`src/hw/pim_pkg.sv`:
```
// Purpose: Constants, register map and types of the PWM input measurement block.
// Assumes: 40 MHz reference clock, time stamps counted in 20 ns steps.
// Notes:   Register offsets are byte addresses on a 32-bit AXI4-Lite bus.
package pim_pkg;

  // Clock and time base
  localparam int CLK_PERIOD_NS = 25;
  localparam int TS_RES_NS = 20;
  localparam logic [47:0] TS_PER_SEC = 48'(1000000000 / TS_RES_NS);
  localparam int FRAC_BITS = 16;

  // Data acquisition period of the measurement snapshot
  localparam int ACQ_PERIOD_NS = 10000;
  localparam int ACQ_CYCLES = ACQ_PERIOD_NS / CLK_PERIOD_NS;
  localparam logic [11:0] ACQ_RELOAD = 12'(ACQ_CYCLES - 1);

  // Divider
  localparam logic [5:0] DIV_STEPS = 6'h30;

  // Register offsets
  localparam logic [7:0] OFS_CTRL = 8'h00;
  localparam logic [7:0] OFS_TMO_PERIOD = 8'h04;
  localparam logic [7:0] OFS_TMO_DEFAULT = 8'h08;
  localparam logic [7:0] OFS_READ_REQ = 8'h0c;
  localparam logic [7:0] OFS_STATUS = 8'h10;
  localparam logic [7:0] OFS_RESULT = 8'h14;
  localparam logic [7:0] OFS_ACQ_STAMP = 8'h18;

  // Reset values
  localparam logic [31:0] CTRL_RST = 32'h0000_0000;
  localparam logic [31:0] TMO_PERIOD_RST = 32'h0001_86a0;
  localparam logic [31:0] TMO_DEFAULT_RST = 32'h0000_0000;

  // Field positions
  localparam logic [31:0] CTRL_MASK = 32'h0000_031f;
  localparam int CTRL_TMO_EN_BIT = 8;
  localparam int CTRL_PREDEF_BIT = 9;
  localparam int STAT_BUSY_BIT = 0;
  localparam int STAT_VALID_BIT = 1;
  localparam int STAT_TMO_BIT = 2;
  localparam int STAT_LEVEL_BIT = 3;

  // Bus responses
  localparam logic [1:0] RESP_OKAY = 2'h0;
  localparam logic [1:0] RESP_SLVERR = 2'h2;

  typedef enum logic [4:0] {
    P_LOW_PULSES = 5'h00, P_HIGH_PULSES = 5'h01, P_RISE_EDGES = 5'h02, P_FALL_EDGES = 5'h03,
    P_CYC_R = 5'h04, P_CYC_F = 5'h05, P_FREQ_R = 5'h06, P_FREQ_F = 5'h07,
    P_DF_LH_R = 5'h08, P_DF_LH_F = 5'h09, P_DF_HL_R = 5'h0a, P_DF_HL_F = 5'h0b,
    P_DC_L_R = 5'h0c, P_DC_L_F = 5'h0d, P_DC_H_R = 5'h0e, P_DC_H_F = 5'h0f,
    P_LVL_H = 5'h10, P_LVL_L = 5'h11
  } pim_proc_t;

  typedef enum logic [2:0] {
    FAM_CNT = 3'h0, FAM_CYC = 3'h1, FAM_FREQ = 3'h2, FAM_DF = 3'h3, FAM_DC = 3'h4, FAM_LVL = 3'h5
  } pim_fam_t;

  typedef enum logic [2:0] {
    S_IDLE = 3'b001,
    S_CALC = 3'b010,
    S_DIV = 3'b100
  } pim_state_t;

  // Last two edges of each direction and the edge totals
  typedef struct packed {
    logic [31:0] r;
    logic [31:0] pr;
    logic [31:0] f;
    logic [31:0] pf;
    logic rise;
    logic [31:0] rc;
    logic [31:0] fc;
  } pim_edges_t;

  function automatic pim_fam_t pim_family(input logic [4:0] p);
    pim_fam_t fam;
    if (p < 5'h04) begin
      fam = FAM_CNT;
    end else if (p < 5'h06) begin
      fam = FAM_CYC;
    end else if (p < 5'h08) begin
      fam = FAM_FREQ;
    end else if (p < 5'h0c) begin
      fam = FAM_DF;
    end else if (p < 5'h10) begin
      fam = FAM_DC;
    end else begin
      fam = FAM_LVL;
    end
    return fam;
  endfunction : pim_family

endpackage : pim_pkg

```
`src/hw/pim_measure.sv`:
```
// Purpose: PWM input measurement: counts, cycle time, frequency, duty and level.
// Assumes: pwm_in is asynchronous; software evaluates over AXI4-Lite.
// Notes:   A write to READ_REQ is the host read; it evaluates the latest snapshot.
//
// The address map and the AXI4-Lite register port were decided locally.
`timescale 1ns/100ps

// Notes on behaviour
// - Each host read returns pulses or edges of the chosen kind since the acquisition before the last read.
// - A pulse is counted when its closing edge falls inside the interval.
// - Interval ends are the acquisitions just before each of two host reads.
// - Edge counts use the same acquisition-bounded interval as pulse counts.
// - Count timeout: closing or active edge older than the timeout period.
// - Count timeout in input-dependent mode reports zero.
// - Any timeout in predefined mode reports the configured default value.
// - Cycle time and frequency use the last active edge and its period.
// - Cycle, frequency and duty timeout: last active edge older than period.
// - Input-dependent timeout reports elapsed time, frequency its reciprocal.
// - Duty factor is low over high or high over low.
// - Duty cycle is low or high over low plus high, between 0 and 1.
// - Duty procedure fixes ratio and edge; period chosen as for cycle time.
// - Level reports 1 when active, 0 when inactive, polarity by procedure.
// - Level timeout: last edge of any direction older than the period.
// - Level timeout in input-dependent mode reports the state at acquisition.
// - All evaluation uses the acquisition just before the host read.
// - Edge and acquisition stamps count in 20 ns steps.
// - Inactive means high for low-time and low for high-time measuring.
module pim_measure
  import pim_pkg::*;
(
  // Clock and reset
  input wire logic ref_clk,
  input wire logic rstn,
  // Measured input pin
  input wire logic pwm_in,
  // AXI4-Lite write address and data
  input wire logic [7:0] s_axi_awaddr,
  input wire logic s_axi_awvalid,
  output logic s_axi_awready,
  input wire logic [31:0] s_axi_wdata,
  input wire logic [3:0] s_axi_wstrb,
  input wire logic s_axi_wvalid,
  output logic s_axi_wready,
  // AXI4-Lite write response
  output logic [1:0] s_axi_bresp,
  output logic s_axi_bvalid,
  input wire logic s_axi_bready,
  // AXI4-Lite read
  input wire logic [7:0] s_axi_araddr,
  input wire logic s_axi_arvalid,
  output logic s_axi_arready,
  output logic [31:0] s_axi_rdata,
  output logic [1:0] s_axi_rresp,
  output logic s_axi_rvalid,
  input wire logic s_axi_rready
);

  typedef struct packed {
    logic pin_meta;
    logic pin_s;
    logic pin_d;
    logic [31:0] stamp;
    logic [4:0] res;
    logic [11:0] acq_cnt;
    pim_edges_t live;
    pim_edges_t snap;
    logic [31:0] s_acq;
    logic s_lvl;
    logic [31:0] prev_rc;
    logic [31:0] prev_fc;
    logic [31:0] ctrl;
    logic [31:0] tmo_period;
    logic [31:0] tmo_default;
    pim_state_t state;
    logic [31:0] result;
    logic valid;
    logic tmo_flag;
    logic [47:0] div_num;
    logic [31:0] div_den;
    logic aw_got;
    logic [7:0] awaddr;
    logic w_got;
    logic [31:0] wdata;
    logic [3:0] wstrb;
    logic bvalid;
    logic [1:0] bresp;
    logic rvalid;
    logic [31:0] rdata;
    logic [1:0] rresp;
  } pim_state_all_t;

  pim_state_all_t r;
  pim_state_all_t next_r;

  logic [5:0] res_sum;
  logic rise_e;
  logic fall_e;
  logic acq;
  logic aw_hs;
  logic w_hs;
  logic wr_go;
  logic [7:0] wa;
  logic [31:0] wd;
  logic [3:0] ws;
  logic req_take;
  logic [4:0] proc;
  pim_fam_t fam;
  logic falling;
  logic use_rise;
  logic [31:0] p_end;
  logic [31:0] p_start;
  logic [31:0] p_mid;
  logic [31:0] last_any;
  logic [31:0] ref_edge;
  logic [31:0] elapsed;
  logic [31:0] el_any;
  logic tmo;
  logic predef;
  logic [31:0] hi;
  logic [31:0] lo;
  logic [32:0] sum;
  logic [31:0] sum_sat;
  logic [31:0] cyc;
  logic [31:0] cnt_val;
  logic [31:0] val;
  logic need_div;
  logic [47:0] num;
  logic [31:0] den;
  logic div_done;
  logic [31:0] div_q;

  function automatic logic [31:0] apply_strb(input logic [31:0] old, input logic [31:0] d,
                                             input logic [3:0] s);
    logic [31:0] o;
    o = old;
    for (int i = 0; i < 4; i++) begin
      if (s[i]) begin
        o[i*8 +: 8] = d[i*8 +: 8];
      end
    end
    return o;
  endfunction : apply_strb

  // Evaluation of the latest snapshot
  always_comb begin
    proc = r.ctrl[4:0];
    fam = pim_family(proc);
    predef = r.ctrl[CTRL_PREDEF_BIT];
    falling = proc[0];
    use_rise = (proc == P_LOW_PULSES) || (proc == P_RISE_EDGES);
    p_end = falling ? r.snap.f : r.snap.r;
    p_start = falling ? r.snap.pf : r.snap.pr;
    p_mid = falling ? (r.snap.rise ? r.snap.pr : r.snap.r) : (r.snap.rise ? r.snap.f : r.snap.pf);
    last_any = r.snap.rise ? r.snap.r : r.snap.f;
    el_any = r.s_acq - last_any;
    case (fam)
      FAM_CNT: ref_edge = use_rise ? r.snap.r : r.snap.f;
      FAM_LVL: ref_edge = last_any;
      default: ref_edge = p_end;
    endcase
    elapsed = r.s_acq - ref_edge;
    tmo = r.ctrl[CTRL_TMO_EN_BIT] && (elapsed > r.tmo_period);
    hi = falling ? (p_end - p_mid) : (p_mid - p_start);
    lo = falling ? (p_mid - p_start) : (p_end - p_mid);
    if (tmo) begin
      // Phase of the present level runs up to the acquisition
      hi = r.snap.rise ? el_any : (r.snap.f - r.snap.r);
      lo = r.snap.rise ? (r.snap.r - r.snap.f) : el_any;
    end
    sum = {1'b0, lo} + {1'b0, hi};
    sum_sat = sum[32] ? 32'hffff_ffff : sum[31:0];
    cyc = tmo ? elapsed : (p_end - p_start);
    cnt_val = use_rise ? (r.snap.rc - r.prev_rc) : (r.snap.fc - r.prev_fc);
    val = 32'h0;
    need_div = 1'b0;
    num = TS_PER_SEC;
    den = cyc;
    case (fam)
      FAM_CNT: val = tmo ? 32'h0 : cnt_val;
      FAM_CYC: val = cyc;
      FAM_FREQ: need_div = 1'b1;
      FAM_DF: begin
        need_div = 1'b1;
        num = {proc[1] ? hi : lo, 16'h0};
        den = proc[1] ? lo : hi;
      end
      FAM_DC: begin
        need_div = 1'b1;
        num = {proc[1] ? hi : lo, 16'h0};
        den = sum_sat;
      end
      default: val = {31'h0, (proc == P_LVL_L) ? ~r.s_lvl : r.s_lvl};
    endcase
    if (tmo && predef) begin
      val = r.tmo_default;
      need_div = 1'b0;
    end
  end

  always_comb begin
    next_r = r;
    next_r.pin_meta = pwm_in;
    next_r.pin_s = r.pin_meta;
    next_r.pin_d = r.pin_s;
    // Time stamp advances 25 ns per clock in 20 ns steps
    res_sum = 6'(r.res) + 6'(CLK_PERIOD_NS);
    next_r.stamp = r.stamp + 32'(res_sum / 6'(TS_RES_NS));
    next_r.res = 5'(res_sum % 6'(TS_RES_NS));
    rise_e = r.pin_s & ~r.pin_d;
    fall_e = ~r.pin_s & r.pin_d;
    if (rise_e) begin
      next_r.live.pr = r.live.r;
      next_r.live.r = r.stamp;
      next_r.live.rise = 1'b1;
      next_r.live.rc = r.live.rc + 32'h1;
    end
    if (fall_e) begin
      next_r.live.pf = r.live.f;
      next_r.live.f = r.stamp;
      next_r.live.rise = 1'b0;
      next_r.live.fc = r.live.fc + 32'h1;
    end
    acq = (r.acq_cnt == 12'h0);
    next_r.acq_cnt = acq ? ACQ_RELOAD : (r.acq_cnt - 12'h1);
    if (acq) begin
      next_r.snap = r.live;
      next_r.s_acq = r.stamp;
      next_r.s_lvl = r.pin_s;
    end
    // Write channel: address and data taken in either order
    aw_hs = s_axi_awvalid && s_axi_awready;
    w_hs = s_axi_wvalid && s_axi_wready;
    if (aw_hs) begin
      next_r.aw_got = 1'b1;
      next_r.awaddr = s_axi_awaddr;
    end
    if (w_hs) begin
      next_r.w_got = 1'b1;
      next_r.wdata = s_axi_wdata;
      next_r.wstrb = s_axi_wstrb;
    end
    wa = r.aw_got ? r.awaddr : s_axi_awaddr;
    wd = r.w_got ? r.wdata : s_axi_wdata;
    ws = r.w_got ? r.wstrb : s_axi_wstrb;
    wr_go = (r.aw_got || aw_hs) && (r.w_got || w_hs);
    req_take = 1'b0;
    if (r.bvalid && s_axi_bready) begin
      next_r.bvalid = 1'b0;
    end
    if (wr_go) begin
      next_r.aw_got = 1'b0;
      next_r.w_got = 1'b0;
      next_r.bvalid = 1'b1;
      next_r.bresp = RESP_OKAY;
      case (wa)
        OFS_CTRL: next_r.ctrl = apply_strb(r.ctrl, wd, ws) & CTRL_MASK;
        OFS_TMO_PERIOD: next_r.tmo_period = apply_strb(r.tmo_period, wd, ws);
        OFS_TMO_DEFAULT: next_r.tmo_default = apply_strb(r.tmo_default, wd, ws);
        OFS_READ_REQ: req_take = (r.state == S_IDLE);
        OFS_STATUS, OFS_RESULT, OFS_ACQ_STAMP: next_r.bresp = RESP_OKAY;
        default: next_r.bresp = RESP_SLVERR;
      endcase
    end
    // Read channel
    if (r.rvalid && s_axi_rready) begin
      next_r.rvalid = 1'b0;
    end
    if (s_axi_arvalid && s_axi_arready) begin
      next_r.rvalid = 1'b1;
      next_r.rresp = RESP_OKAY;
      next_r.rdata = 32'h0;
      case (s_axi_araddr)
        OFS_CTRL: next_r.rdata = r.ctrl;
        OFS_TMO_PERIOD: next_r.rdata = r.tmo_period;
        OFS_TMO_DEFAULT: next_r.rdata = r.tmo_default;
        OFS_READ_REQ: next_r.rdata = 32'h0;
        OFS_STATUS: begin
          next_r.rdata[STAT_BUSY_BIT] = (r.state != S_IDLE);
          next_r.rdata[STAT_VALID_BIT] = r.valid;
          next_r.rdata[STAT_TMO_BIT] = r.tmo_flag;
          next_r.rdata[STAT_LEVEL_BIT] = r.s_lvl;
        end
        OFS_RESULT: next_r.rdata = r.result;
        OFS_ACQ_STAMP: next_r.rdata = r.s_acq;
        default: next_r.rresp = RESP_SLVERR;
      endcase
    end
    // Evaluation sequence
    case (r.state)
      S_IDLE: begin
        if (req_take) begin
          next_r.prev_rc = r.snap.rc;
          next_r.prev_fc = r.snap.fc;
          next_r.tmo_flag = tmo;
          next_r.result = val;
          next_r.valid = !need_div;
          next_r.div_num = num;
          next_r.div_den = den;
          next_r.state = need_div ? S_CALC : S_IDLE;
        end
      end
      S_CALC: next_r.state = S_DIV;
      S_DIV: begin
        if (div_done) begin
          next_r.result = div_q;
          next_r.valid = 1'b1;
          next_r.state = S_IDLE;
        end
      end
      default: next_r.state = S_IDLE;
    endcase
  end

  always_ff @(posedge ref_clk or negedge rstn) begin
    if (!rstn) begin
      r <= '0;
      r.ctrl <= CTRL_RST;
      r.tmo_period <= TMO_PERIOD_RST;
      r.tmo_default <= TMO_DEFAULT_RST;
      r.state <= S_IDLE;
    end else begin
      r <= next_r;
    end
  end

  pim_divider u_div (
    .ref_clk(ref_clk),
    .rstn(rstn),
    .start(r.state == S_CALC),
    .dividend(r.div_num),
    .divisor(r.div_den),
    .done(div_done),
    .quotient(div_q)
  );

  assign s_axi_awready = !r.aw_got && !r.bvalid;
  assign s_axi_wready = !r.w_got && !r.bvalid;
  assign s_axi_bvalid = r.bvalid;
  assign s_axi_bresp = r.bresp;
  assign s_axi_arready = !r.rvalid;
  assign s_axi_rvalid = r.rvalid;
  assign s_axi_rdata = r.rdata;
  assign s_axi_rresp = r.rresp;
endmodule : pim_measure

```
`src/hw/pim_divider.sv`:
```
// Purpose: Serial restoring divider, 48-bit dividend by 32-bit divisor.
// Assumes: Divisor and dividend stay stable from start until done.
// Notes:   Quotient saturates to all ones; division by zero gives all ones.
`timescale 1ns/100ps
module pim_divider
  import pim_pkg::*;
(
  // Clock and reset
  input wire logic ref_clk,
  input wire logic rstn,
  // Request
  input wire logic start,
  input wire logic [47:0] dividend,
  input wire logic [31:0] divisor,
  // Answer
  output logic done,
  output logic [31:0] quotient
);

  typedef struct packed {
    logic busy;
    logic [5:0] cnt;
    logic [32:0] rem;
    logic [47:0] quo;
    logic done;
    logic [31:0] q;
  } pim_div_state_t;

  pim_div_state_t r;
  pim_div_state_t next_r;
  logic [32:0] rem_sh;
  logic [47:0] next_quo;

  always_comb begin
    next_r = r;
    next_r.done = 1'b0;
    rem_sh = {r.rem[31:0], r.quo[47]};
    next_quo = {r.quo[46:0], 1'b0};
    if (start) begin
      next_r.busy = 1'b1;
      next_r.cnt = DIV_STEPS;
      next_r.rem = 33'h0;
      next_r.quo = dividend;
    end else if (r.busy) begin
      if (rem_sh >= {1'b0, divisor}) begin
        next_r.rem = rem_sh - {1'b0, divisor};
        next_quo = {r.quo[46:0], 1'b1};
      end else begin
        next_r.rem = rem_sh;
      end
      next_r.quo = next_quo;
      next_r.cnt = r.cnt - 6'h01;
      if (r.cnt == 6'h01) begin
        next_r.busy = 1'b0;
        next_r.done = 1'b1;
        next_r.q = (next_quo[47:32] != 16'h0) ? 32'hffff_ffff : next_quo[31:0];
      end
    end
  end

  always_ff @(posedge ref_clk or negedge rstn) begin
    if (!rstn) begin
      r <= '0;
    end else begin
      r <= next_r;
    end
  end

  assign done = r.done;
  assign quotient = r.q;

endmodule : pim_divider

```
`config.mk`:
```
export PLATFORM = sky130hd
export DESIGN_NAME = pim_measure
export DESIGN_NICKNAME = d
export VERILOG_FILES = /design/src/hw/pim_pkg.sv /design/src/hw/pim_measure.sv /design/src/hw/pim_divider.sv
export SDC_FILE = /design/constraint.sdc
export NUM_CORES = 2
export LEC_CHECK = 0
export BUFFER_PORTS_ARGS = -buffer_cell sky130_fd_sc_hd__buf_4
export CAP_MARGIN = 25
export CORE_MARGIN = 2
export CORE_UTILIZATION = 40
export CTS_BUF_LIST = sky130_fd_sc_hd__clkbuf_8
export DETAILED_ROUTE_END_ITERATION = 12
export PLACE_DENSITY = 0.59
export SLEW_MARGIN = 20
export SYNTH_ARGS = -nofsm -noshare
export SYNTH_HDL_FRONTEND = slang
export SYNTH_SLANG_ARGS = --single-unit
```
`constraint.sdc`:
```
create_clock -name ref_clk -period 22.1 [get_ports ref_clk]
set_input_delay 2.21 -clock ref_clk [delete_from_list [all_inputs] [get_ports ref_clk]]
set_output_delay 2.21 -clock ref_clk [all_outputs]
set_load 0.01 [all_outputs]
```
==> impl_metrics.ini <==
[clock_network]
clock-sinks = 910
ctsHoldBuffers = 0
clk_root_buffer_cell = clkbuf_8
cts_buffer_depth = 3
insertion_delay_ns = 0.94
cts_resized = 0
cts_setup_buffers = 0
cts_tree = done
cts_max_level = 4
cts_buffers = 164
clk_pin_slew_worst_paths_ns = 0.05

[min_path]
hp-class = reg -> reg

[power_and_ir_drop]
powerDensity_mw_per_mm2 = 77.5
leakagePower_nw = 32.1
ir_worst_vdd_v = 0.0000762

[sta]
setup_viol = 0
period_share_pct = 55.6
finalMaxSlewViolations = 0
tightest_slew_ns = 1.19
rsz0062_at_grt = no
slew-limit-headroom_pct = 20.8
hold_violations = 0
tns_ns = 0
clock_skew_ns = 0.0728
hold_slack_ns = 0.340
fin_ws_ns = 9.81
fin_crit_ns = 12.29
clock.fmax_mhz = 81.4

[drt]
drtAntennaViolNets = 0
routed_wl_um = 225000
drc = 0
dr_total_vias = 53400
avgViaCountPerCell = 5.84
initialDrtViolationCount = 5697
post_drt_wl_per_cell_um = 24.6
first_pass_iters = 10

[floorplanning]
pin_count = 101
start_util_pct = 40.3
die_height_um = 395
core_sq_mm = 0.152
dieArea_sq_mm = 0.156
fp.dieW_um = 395
rows = 143

[yosys]
synthArstFlopShare_pct = 100
ys_warn_count = 0
synth.distinct_cells = 92
synth_edf_count = 0
synth_top_area_cell = dfrtp_1
synth_area_sq_mm = 0.0613
yosysTopAreaCellShare_pct = 36.9
syn_inst = 7023
synth_ff_type = dfrtp_1
syn_avg_cell_area_sq_um = 8.72
synth-seq-cells = 910
yosysMostFrequentCell = nand2_1
yosys-top-cells-count = nand2_1 (1138), dfrtp_1 (903), a21oi_1 (539), o21ai_0 (539), nor2_1 (470)
synth.area.top_cells = dfrtp_1 (37%), ha_1 (7.9%), nand2_1 (7.0%)
ys_seq_area_share_pct = 37.2

[place]
gp_congestion = 1.01
dpl.hpwl_um = 176000
port_buffers = 98
pre_cts_ws_ns = 9.96
place_area_sq_mm = 0.0637

[worst_setup_path]
worst_setup_path_end_kind = register
start_kind = register
critPathTopFamily = compound AO/OA/AOI/OAI gates
worst-setup-path-type = reg -> reg
path_common_cell = a21oi_1
critPathRequiredTime_ns = 22.85
cp_num_buf_inv = 3
slowest_stage = dfrtp_4
critical_path_peak_fanout = 76
crit_arrival_ns = 13.04
slowest_delay_ns = 0.92

[global_routing]
grt_max_degree = 201
grt_pass1_wl_um = 335000
first_global_vias = 51000
track_usage_pct = 28.4
grt-ovfl-total = 0
grt_antenna_before_repair = 14

[finish]
drive_above_1_share_pct = 10.2
finalNetCount = 7446
post-route-cell-area_sq_mm = 0.0672
syn2layout_area_growth_pct = 9.72
utilization_pct = 44.2
nFillCells = 15100

[outcome]
status = finished, final reports clean

[job]
cap_viol_max_count = 0
[through the flow]
stage	std cells	power, mW
4_1_cts	9140	5.22
3_5_place_dp	8848	3.55
6_report	9154	5.21
5_1_grt	9149	5.46
2_1_floorplan	7024	2.92
3_3_place_gp	8847	3.54
[cell families (layout without fill, tap and decap cells)]
kind of cell             count (synthesis)  in the layout  share of synthesized area, %
flip-flops                             910            910                          37.2
AND/OR/NAND/NOR                       2162           2162                          15.3
other                                    1             13                       0.00612
buffers and inverters                  739            828                          4.80
multiplexers                           442            442                          8.25
adder cells (fa/ha/maj)                399            399                          8.30
AO/OA/AOI/OAI                         1947           1947                          20.1
XOR/XNOR                               423            423                          6.05
[power breakdown]
group / switching (mW) / internal (mW) / total [mW] / leakage (nW)
Combinational: 1.10 / 0.574 / 1.68 / 18.2
Clock: 0.763 / 0.878 / 1.64 / 1.95
Sequential: 0.0922 / 1.80 / 1.89 / 12.0
[layout by cell type, fill, tap and decap left out, types with 21 or more instances in the layout]
master    netlist  routed
nand2_1      1138    1137
dfrtp_1       903     898
a21oi_1       539     538
o21ai_0       539     537
nor2_1        470     465
inv_1         343     395
ha_1          387     385
xnor2_1       280     280
mux2i_1       216     216
clkbuf_8        0     199
mux2_2        195     195
buf_4          37     184
a21o_1        174     174
xor2_1        143     143
nand3_1       103     103
nor3_1         89      88
a211oi_1       70      70
and3_1         69      69
nand4_1        67      67
a31oi_1        67      67
o211ai_1       64      64
nor2b_1        45      44
nand2b_1       42      42
a22o_1         41      41
o21a_1         40      40
o21bai_1       39      39
o22ai_1        39      39
o22a_1         37      37
a221oi_1       33      33
a222oi_1       32      32
mux4_2         31      31
and2_1         28      26
o221ai_1       23      22
a211o_1        21      21
[area by class of cell]
class	count	area, sq um	share of cell area [%]
repair buffers	191	1480	2.21
inverters	345	1290	1.93
well taps	2030	2540	3.78
multi-input cells	5375	35700	53.1
clock buffers	199	2740	4.07
clock inverters	93	672	1.00
diodes	11	27.5	0.0410
flip-flops and latches	910	22800	33.9
[per-layer routing]
layer,track usage [%],routed length (um),vias up
met2,42.2,96200,1905
met5,0,34,-
met3,4.61,17300,324
met1,41.7,104000,26400
li1,-,-,24800
met4,9.43,7430,6
[final timing paths]
| kind | from | endpoint | slack [ns] | depth (start not counted) |
|---|---|---|---|---|
| worst max-delay path | falling$_DFFE_PN0P_ | r[115]$_DFFE_PN0P_ | 9.81 | 33 |
| worst min-delay path | next_r[830]$_DFF_PN0_ | next_r[829]$_DFF_PN0_ | 0.34 | 0 |
| worst max register to register | falling$_DFFE_PN0P_ | r[115]$_DFFE_PN0P_ | 9.81 | 33 |
| worst min register to register | next_r[830]$_DFF_PN0_ | next_r[829]$_DFF_PN0_ | 0.34 | 0 |
| max in group asynchronous | rstn | r[458]$_DFFE_PN0P_ | 16.97 | 5 |
| min in group asynchronous | rstn | s_axi_bresp[1]$_DFFE_PN0P_ | 1.31 | 1 |
[registers in the layout (all words and copies together), names as in the netlist, 2 cells and up]
register        cells
r                 746
u_div.r            87
s_axi_rdata        32
u_div.quotient     32
proc                4
next_r              2
(Power assumes the default switching activity.)
